$ cat config.mk
export PLATFORM = sky130hd
export DESIGN_NAME = pcr_pad_regs
export DESIGN_NICKNAME = d
export VERILOG_FILES = /design/src/pcr_pad_regs.v /design/src/pcr_pad_ctrl.v
export VERILOG_INCLUDE_DIRS = /design/src /design/src/pkg
export SDC_FILE = /design/constraint.sdc
export NUM_CORES = 1
export LEC_CHECK = 0
export BUFFER_PORTS_ARGS = -buffer_cell sky130_fd_sc_hd__buf_2
export CAP_MARGIN = 5
export CORE_UTILIZATION = 40
export CTS_BUF_LIST = sky130_fd_sc_hd__clkbuf_8
export CTS_CLUSTER_DIAMETER = 150
export DETAILED_ROUTE_END_ITERATION = 12
export PLACE_DENSITY = 0.82
export SKIP_CTS_REPAIR_TIMING = 1
export SYNTH_ARGS = -nofsm -noshare
export SYNTH_HDL_FRONTEND = slang
export SYNTH_SLANG_ARGS = --single-unit
$ cat constraint.sdc
create_clock -name clk -period 1.8 [get_ports clk]
set_input_delay 0.09 -clock clk [delete_from_list [all_inputs] [get_ports clk]]
set_output_delay 0.09 -clock clk [all_outputs]
set_load 0.05 [all_outputs]
$ cat src/pkg/pcr_defs.vh
`ifndef PCR_DEFS_VH
`define PCR_DEFS_VH

// Register byte offsets within the flash pad bank window.
`define PCR_OFF_VSEL 12'h000
`define PCR_OFF_CLK 12'h004
`define PCR_OFF_D0 12'h008
`define PCR_OFF_D1 12'h00C
`define PCR_OFF_D2 12'h010
`define PCR_OFF_D3 12'h014
`define PCR_OFF_SEL 12'h018
`define PCR_OFF_DBG 12'h080
`define PCR_BANK_BASE 32'h40020000

// Pad register field positions.
`define PCR_BIT_OD 7
`define PCR_BIT_IE 6
`define PCR_DRV_HI 5
`define PCR_DRV_LO 4
`define PCR_BIT_PU 3
`define PCR_BIT_PD 2
`define PCR_BIT_SCH 1
`define PCR_BIT_FAST 0
`define PCR_PAD_W 8

// Reset values of the voltage select and pad registers.
`define PCR_RST_VSEL 1'h0
`define PCR_RST_CLK 8'h56
`define PCR_RST_DATA 8'h52
`define PCR_RST_SEL 8'h5A
`define PCR_RST_DBG 8'h5A

`endif

$ cat src/pcr_pad_regs.v
// Summary of operation
// RULE1 - A set output disable bit forces the pad driver off whatever a peripheral requests.
// RULE2 - The two-bit drive field selects 2, 4, 8 or 12 mA for codes 0 to 3.
// RULE3 - One bank-wide voltage bit picks 3.3 V at zero or 1.8 V at one, and resets to zero.
// RULE4 - Bit zero of each pad register picks fast edges at one, slow at zero, reset slow.
// RULE5 - The bank decodes from its own base, voltage select at 0 and pads at words 0x4 to 0x18.
// RULE6 - Input, pull-up, pull-down and Schmitt bits are plain storage; reserved bits read zero.
//
// The APB register port was left to the implementer.
`timescale 1ns/1ps
`default_nettype none
`include "pcr_defs.vh"

module pcr_pad_regs #(
  parameter NUM_PADS = 7,
  parameter ADDR_W = 12
) (
  input wire clk,
  input wire reset_n,
  input wire psel,
  input wire penable,
  input wire pwrite,
  input wire [ADDR_W-1:0] paddr,
  input wire [31:0] pwdata,
  input wire [3:0] pstrb,
  output reg [31:0] prdata,
  output reg pready,
  output reg pslverr,
  input wire [NUM_PADS-1:0] periphOe,
  output wire [NUM_PADS-1:0] padOe,
  output wire [NUM_PADS-1:0] inputEnableBit,
  output wire [2*NUM_PADS-1:0] driveSel,
  output wire [NUM_PADS-1:0] pullUpEn,
  output wire [NUM_PADS-1:0] pullDownEn,
  output wire [NUM_PADS-1:0] schmittEn,
  output wire [NUM_PADS-1:0] fastEdgeSel,
  output reg voltageSel
);

  ////////////////////////////////////////////////////////////////////////////
  // Address decode. Pads 0..5 are the flash bank, pad 6 the debug data pad.
  // Map of the window, one 32-bit word per register:
  //   0x000 bank voltage select, bit 0 only.
  //   0x004 flash clock pad.
  //   0x008 to 0x014 flash data pads 0 to 3.
  //   0x018 flash select pad.
  //   0x080 debug data pad.
  // Every other offset is unmapped: reads return zero and the error flag is raised.

  localparam [ADDR_W-1:0] ADDR_VSEL = `PCR_OFF_VSEL;
  localparam [ADDR_W-1:0] ADDR_CLK = `PCR_OFF_CLK;
  localparam [ADDR_W-1:0] ADDR_D0 = `PCR_OFF_D0;
  localparam [ADDR_W-1:0] ADDR_D1 = `PCR_OFF_D1;
  localparam [ADDR_W-1:0] ADDR_D2 = `PCR_OFF_D2;
  localparam [ADDR_W-1:0] ADDR_D3 = `PCR_OFF_D3;
  localparam [ADDR_W-1:0] ADDR_SEL = `PCR_OFF_SEL;
  localparam [ADDR_W-1:0] ADDR_DBG = `PCR_OFF_DBG;

  wire accessPhase = psel & penable;
  reg hitVsel;
  reg hitPad;
  reg [2:0] padIdx;

  // Exact compares only, so a misaligned offset never aliases onto a pad.
  always @* begin
    hitVsel = 1'b0;
    hitPad = 1'b0;
    padIdx = 3'h0;
    if (paddr == ADDR_VSEL) begin // [RULE5]
      hitVsel = 1'b1;
    end else if (paddr == ADDR_CLK) begin // [RULE5]
      hitPad = 1'b1;
      padIdx = 3'h0;
    end else if (paddr == ADDR_D0) begin // [RULE5]
      hitPad = 1'b1;
      padIdx = 3'h1;
    end else if (paddr == ADDR_D1) begin // [RULE5]
      hitPad = 1'b1;
      padIdx = 3'h2;
    end else if (paddr == ADDR_D2) begin // [RULE5]
      hitPad = 1'b1;
      padIdx = 3'h3;
    end else if (paddr == ADDR_D3) begin // [RULE5]
      hitPad = 1'b1;
      padIdx = 3'h4;
    end else if (paddr == ADDR_SEL) begin // [RULE5]
      hitPad = 1'b1;
      padIdx = 3'h5;
    end else if (paddr == ADDR_DBG) begin
      hitPad = 1'b1;
      padIdx = 3'h6;
    end
  end

  wire hit = hitVsel | hitPad;
  // The first access cycle is the one without pready; the answer follows
  // one cycle later, so each access has one wait state. Gating on ~pready
  // makes the write land exactly once even though the request is still
  // held during the answer cycle.
  wire takenCycle = accessPhase & ~pready;
  // Only byte lane 0 carries fields; a write without it is dropped silently.
  wire doWrite = takenCycle & pwrite & hit & pstrb[0];

  ////////////////////////////////////////////////////////////////////////////
  // Pad registers.

  wire [8*NUM_PADS-1:0] padRegs;

  genvar g;
  generate
    for (g = 0; g < NUM_PADS; g = g + 1) begin : gPad
      localparam [7:0] RST = (g == 0) ? `PCR_RST_CLK :
                             (g == 5) ? `PCR_RST_SEL :
                             (g == 6) ? `PCR_RST_DBG : `PCR_RST_DATA;
      pcr_pad_ctrl #(
        .RESET_VALUE(RST)
      ) uPad (
        .clk(clk),
        .reset_n(reset_n),
        .writeEn(doWrite & hitPad & (padIdx == g)),
        .writeData(pwdata[7:0]),
        .periphOe(periphOe[g]),
        .padReg(padRegs[8*g +: 8]),
        .padOe(padOe[g]),
        .inputEnableBit(inputEnableBit[g]),
        .driveSel(driveSel[2*g +: 2]),
        .pullUpEn(pullUpEn[g]),
        .pullDownEn(pullDownEn[g]),
        .schmittEn(schmittEn[g]),
        .fastEdgeSel(fastEdgeSel[g])
      );
    end
  endgenerate

  ////////////////////////////////////////////////////////////////////////////
  // Voltage select and bus answer.

  reg [31:0] readNext;

  always @* begin
    readNext = 32'h00000000;
    if (hitVsel) begin
      readNext = {31'h00000000, voltageSel}; // [RULE6]
    end else if (hitPad) begin
      readNext = {24'h000000, padRegs[8*padIdx +: 8]}; // [RULE6]
    end
  end

  // The bank voltage bit is the only control field stored outside the pad instances.
  // It applies to the whole flash bank, so it has no per-pad copy.
  always @(posedge clk or negedge reset_n) begin
    if (!reset_n) begin
      voltageSel <= `PCR_RST_VSEL; // [RULE3]
    end else if (doWrite & hitVsel) begin
      voltageSel <= pwdata[0]; // [RULE3]
    end
  end

  ////////////////////////////////////////////////////////////////////////////
  // Bus answer. All three outputs are registered pulses that stand for the
  // single cycle in which pready is high; read data is zero otherwise so a
  // stale value can never be mistaken for a fresh one.

  always @(posedge clk or negedge reset_n) begin
    if (!reset_n) begin
      prdata <= 32'h00000000;
      pready <= 1'b0;
      pslverr <= 1'b0;
    end else begin
      pready <= takenCycle;
      pslverr <= takenCycle & ~hit; // [RULE5]
      prdata <= (takenCycle & ~pwrite) ? readNext : 32'h00000000;
    end
  end

endmodule // pcr_pad_regs

`default_nettype wire

$ cat src/pcr_pad_ctrl.v
`timescale 1ns/1ps
`default_nettype none
`include "pcr_defs.vh"

// One pad's control register and the pad-facing levels it produces.
module pcr_pad_ctrl #(
  parameter [7:0] RESET_VALUE = 8'h52
) (
  input wire clk,
  input wire reset_n,
  input wire writeEn,
  input wire [7:0] writeData,
  input wire periphOe,
  output reg [7:0] padReg,
  output reg padOe,
  output reg inputEnableBit,
  output reg [1:0] driveSel,
  output reg pullUpEn,
  output reg pullDownEn,
  output reg schmittEn,
  output reg fastEdgeSel
);

  reg [7:0] padNext;

  always @* begin
    padNext = writeEn ? writeData : padReg;
  end

  always @(posedge clk or negedge reset_n) begin
    if (!reset_n) begin
      padReg <= RESET_VALUE;
      padOe <= 1'b0;
      inputEnableBit <= RESET_VALUE[`PCR_BIT_IE];
      driveSel <= RESET_VALUE[`PCR_DRV_HI:`PCR_DRV_LO];
      pullUpEn <= RESET_VALUE[`PCR_BIT_PU];
      pullDownEn <= RESET_VALUE[`PCR_BIT_PD];
      schmittEn <= RESET_VALUE[`PCR_BIT_SCH];
      fastEdgeSel <= RESET_VALUE[`PCR_BIT_FAST];
    end else begin
      padReg <= padNext;
      // Output disable wins over any peripheral enable.
      padOe <= periphOe & ~padNext[`PCR_BIT_OD]; // [RULE1]
      inputEnableBit <= padNext[`PCR_BIT_IE]; // [RULE6]
      driveSel <= padNext[`PCR_DRV_HI:`PCR_DRV_LO]; // [RULE2]
      pullUpEn <= padNext[`PCR_BIT_PU]; // [RULE6]
      pullDownEn <= padNext[`PCR_BIT_PD]; // [RULE6]
      schmittEn <= padNext[`PCR_BIT_SCH]; // [RULE6]
      fastEdgeSel <= padNext[`PCR_BIT_FAST]; // [RULE4]
    end
  end

endmodule // pcr_pad_ctrl

`default_nettype wire

==> qor.csv <==
stage,metric,value,unit
synthesis,synthTopCellsByArea,"dfrtp_1 31%, dfstp_2 16%, buf_4 15%",
critical_path,cp_data_arrival_time,2210,ps
critical_path,end_kind,flip-flop,
cts,tritoncts,yes,
die,die_area,10500,sq um
critical_path,start_kind,flip-flop,
place,port_buffers,99,
timing,period_needed,1920,ps
global_route,overflow,0,
synthesis,ys.flop_type,dfrtp_1,
synthesis,synthArstFlopShare,100,%
timing,max_freq,521,MHz
timing,fin_crit_sh,107,%
global_route,grt_pass1_wl,14400,um
cts,cts_max_level,3,
timing,rsz0062_at_grt,true,
place,place_area,4430,sq um
cells_and_area,nets,498,
synthesis,synth_top_family_by_area,buffers and inverters,
synthesis,synth-edff-count,0,
timing,hold_slack,72.9,ps
power_and_ir_drop,powerDensity,684,nW/um^2
routing,initialDrtViolationCount,152,
routing,vias_per_cell,4.96,
synthesis,synth_top_cell_by_area,dfrtp_1,
timing,maxSlewViolCount,0,
synthesis,syn_inst,359,
cts,numCtsBuffers,9,
cts,clock_sinks,74,
place,gp_congestion,0.886,
cts,clockBufferDepth,2,
timing,finalSetupTns,-1570,ps
timing,hold_viol_final,0,
critical_path,crit_path_start,pready,
synthesis,yosysTopAreaCellShare,30.9,%
critical_path,r2r-end,gPad[4].uPad.padOe,
critical_path,r2r-start,pready,
outcome,outcome,finished with violations,
synthesis,synth_compound_area_share,8.47,%
job,maxCapViolations,0,
timing,skew,8.75,ps
die,die_height,103,um
synthesis,yosys.area_share.simple,10.5,%
timing,setup_viol,35,
synthesis,avgSynthCellArea,11.3,sq um
cts,clock_latency,350,ps
cells_and_area,synthToLayoutAreaGrowth,20.4,%
routing,drc,0,
synthesis,synthAdderAreaFrac,0,%
cts,cts.reportedPaths.clkPinSlew,80,ps
cells_and_area,num-fill-cells,881,
cells_and_area,layout_commonest_cell,buf_2,
cells_and_area,final_cell_mix,"99 x buf_2, 49 x dfrtp_1, 35 x mux2_2",
synthesis,synth_seq_cells,74,
global_route,antenna_found_initial,0,
critical_path,reg2reg_slack,-120,ps
synthesis,yosys_warnings,0,
routing,ant_nets,0,
routing,wl,9550,um
die,pin_count,151,
die,core,9770,sq um
global_route,grt_util_all_layers,18.5,%
routing,wl_per_cell,16.6,um
routing,dr_total_vias,2856,
synthesis,ys_types,46,
timing,fin_ws,-120,ps
cts,cts-root-buf,clkbuf_8,
cells_and_area,final_area,4870,sq um
synthesis,ys_seq_area_share,46.5,%
critical_path,endpoint,gPad[4].uPad.padOe,
cells_and_area,diodes,0,
routing,first_pass_iters,4,
synthesis,netlist_area,4050,sq um
synthesis,muxShareOfSynthArea,16.4,%
critical_path,crit_fanout,8,
critical_path,r2r_cells,6,
die,die_w,103,um
synthesis,synth_xor_xnor_area_share,0.216,%
power_and_ir_drop,max-vdd-ir-drop,269,uV
global_route,grt_pass1_vias,2798,
power_and_ir_drop,power_leakage,2.41,nW
critical_path,crit_required,2090,ps
global_route,grt_start_max_net_pins,58,
power_and_ir_drop,power.total,0.00333,W
outcome,violations,negative setup slack,
cells_and_area,drive_gt1_share,56.4,%
die,initial_core_util,41.4,%
place,detailed_place_hpwl,7120,um
worst_hold_path,hp-class,input port to flip-flop,
critical_path,criticalPathCategory,flip-flop to flip-flop,
die,rows,36,
area by class of cell:
cell class / instances / area [sq um] / share of cell area (%)
Inverter: 16 / 60.1 / 1.23
Clock inverter: 7 / 71.3 / 1.46
Sequential cell: 74 / 1880 / 38.6
Clock buffer: 9 / 124 / 2.54
Tap cell: 133 / 166 / 3.42
Multi-Input combinational cell: 200 / 1710 / 35.1
Timing Repair Buffer: 137 / 857 / 17.6
flip-flops by register name, indices dropped and copies added, names as in the netlist:
name and count:
gPad.uPad.padReg 56, prdata 8, gPad.uPad.padOe 7, pready 1, pslverr 1, voltageSel 1
per-layer routing:
| layer | share of wire [%] | vias to the layer above | track usage, % |
|---|---|---|---|
| met2 | 47 | 95 | 28.5 |
| li1 | - | 1304 | - |
| met4 | 2.0 | 0 | 9.67 |
| met5 | 0 | - | 0 |
| met3 | 7.8 | 13 | 5.76 |
| met1 | 43 | 1444 | 23.4 |
synthesized netlist by cell type, types with 2 or more instances:
library cell / n
dfrtp_1: 50
o21ai_0: 4
and3_1: 2
inv_1: 16
nor2_2: 2
o21a_1: 3
o32ai_1: 7
dfstp_2: 24
nor3_1: 10
nor3b_1: 2
buf_4: 83
o22a_1: 7
nand2_1: 6
mux2_2: 55
mux2i_1: 2
nor2b_1: 7
o21ai_1: 2
a211oi_1: 8
nor2_1: 18
o22ai_1: 7
clkbuf_1: 7
nand3b_1: 4
or4_4: 2
and2_1: 7
nand3_2: 3
worst max-delay path, stage by stage (launching register included):
cell and delay (ps):
dfrtp_2 400, nand3b_1 220, nor4_4 380, and4b_1 280
buf_6 170, mux2_4 320, nor2_1 80
cell families (layout without fill, tap and decap cells):
kind of cell	after synthesis	in the layout
DFF	74	74
and+or+nand+nor	71	71
AOI/OAI and AO/OA	45	45
xor gates and xnor gates	1	1
muxes	59	59
buffers and inverters	108	169
other	1	24
metrics by stage:
step                      worst slack, ps  utilization [%]  instances
after CTS                           -99.2             47.3        565
after detailed placement             -260             45.3        549
after floorplan                      -280                -        382
final                                -120             49.8        576
after global placement               -229             45.3        549
after global routing                 -168             49.8        576
worst min path at each step:
stage	start	to	slack, ps	depth (start not counted)
after floorplan	reset_n	gPad[0].uPad.padOe	-210	0
after global placement	reset_n	prdata[0]	70	1
after detailed placement	reset_n	prdata[0]	60	1
after CTS	reset_n	prdata[0]	-320	1
after global routing	pwrite	prdata[0]	70	3
final	pwrite	prdata[0]	70	3
where the power goes:
part           internal (W)  switching (W)  total, W  leakage, nW
Clock              0.000637       0.000627   0.00126       0.0966
Sequential          0.00168     0.00000274   0.00168        0.927
Combinational      0.000102       0.000286  0.000388         1.39
Total               0.00241       0.000916   0.00333         2.41
Power figures use the tool's default switching activity.
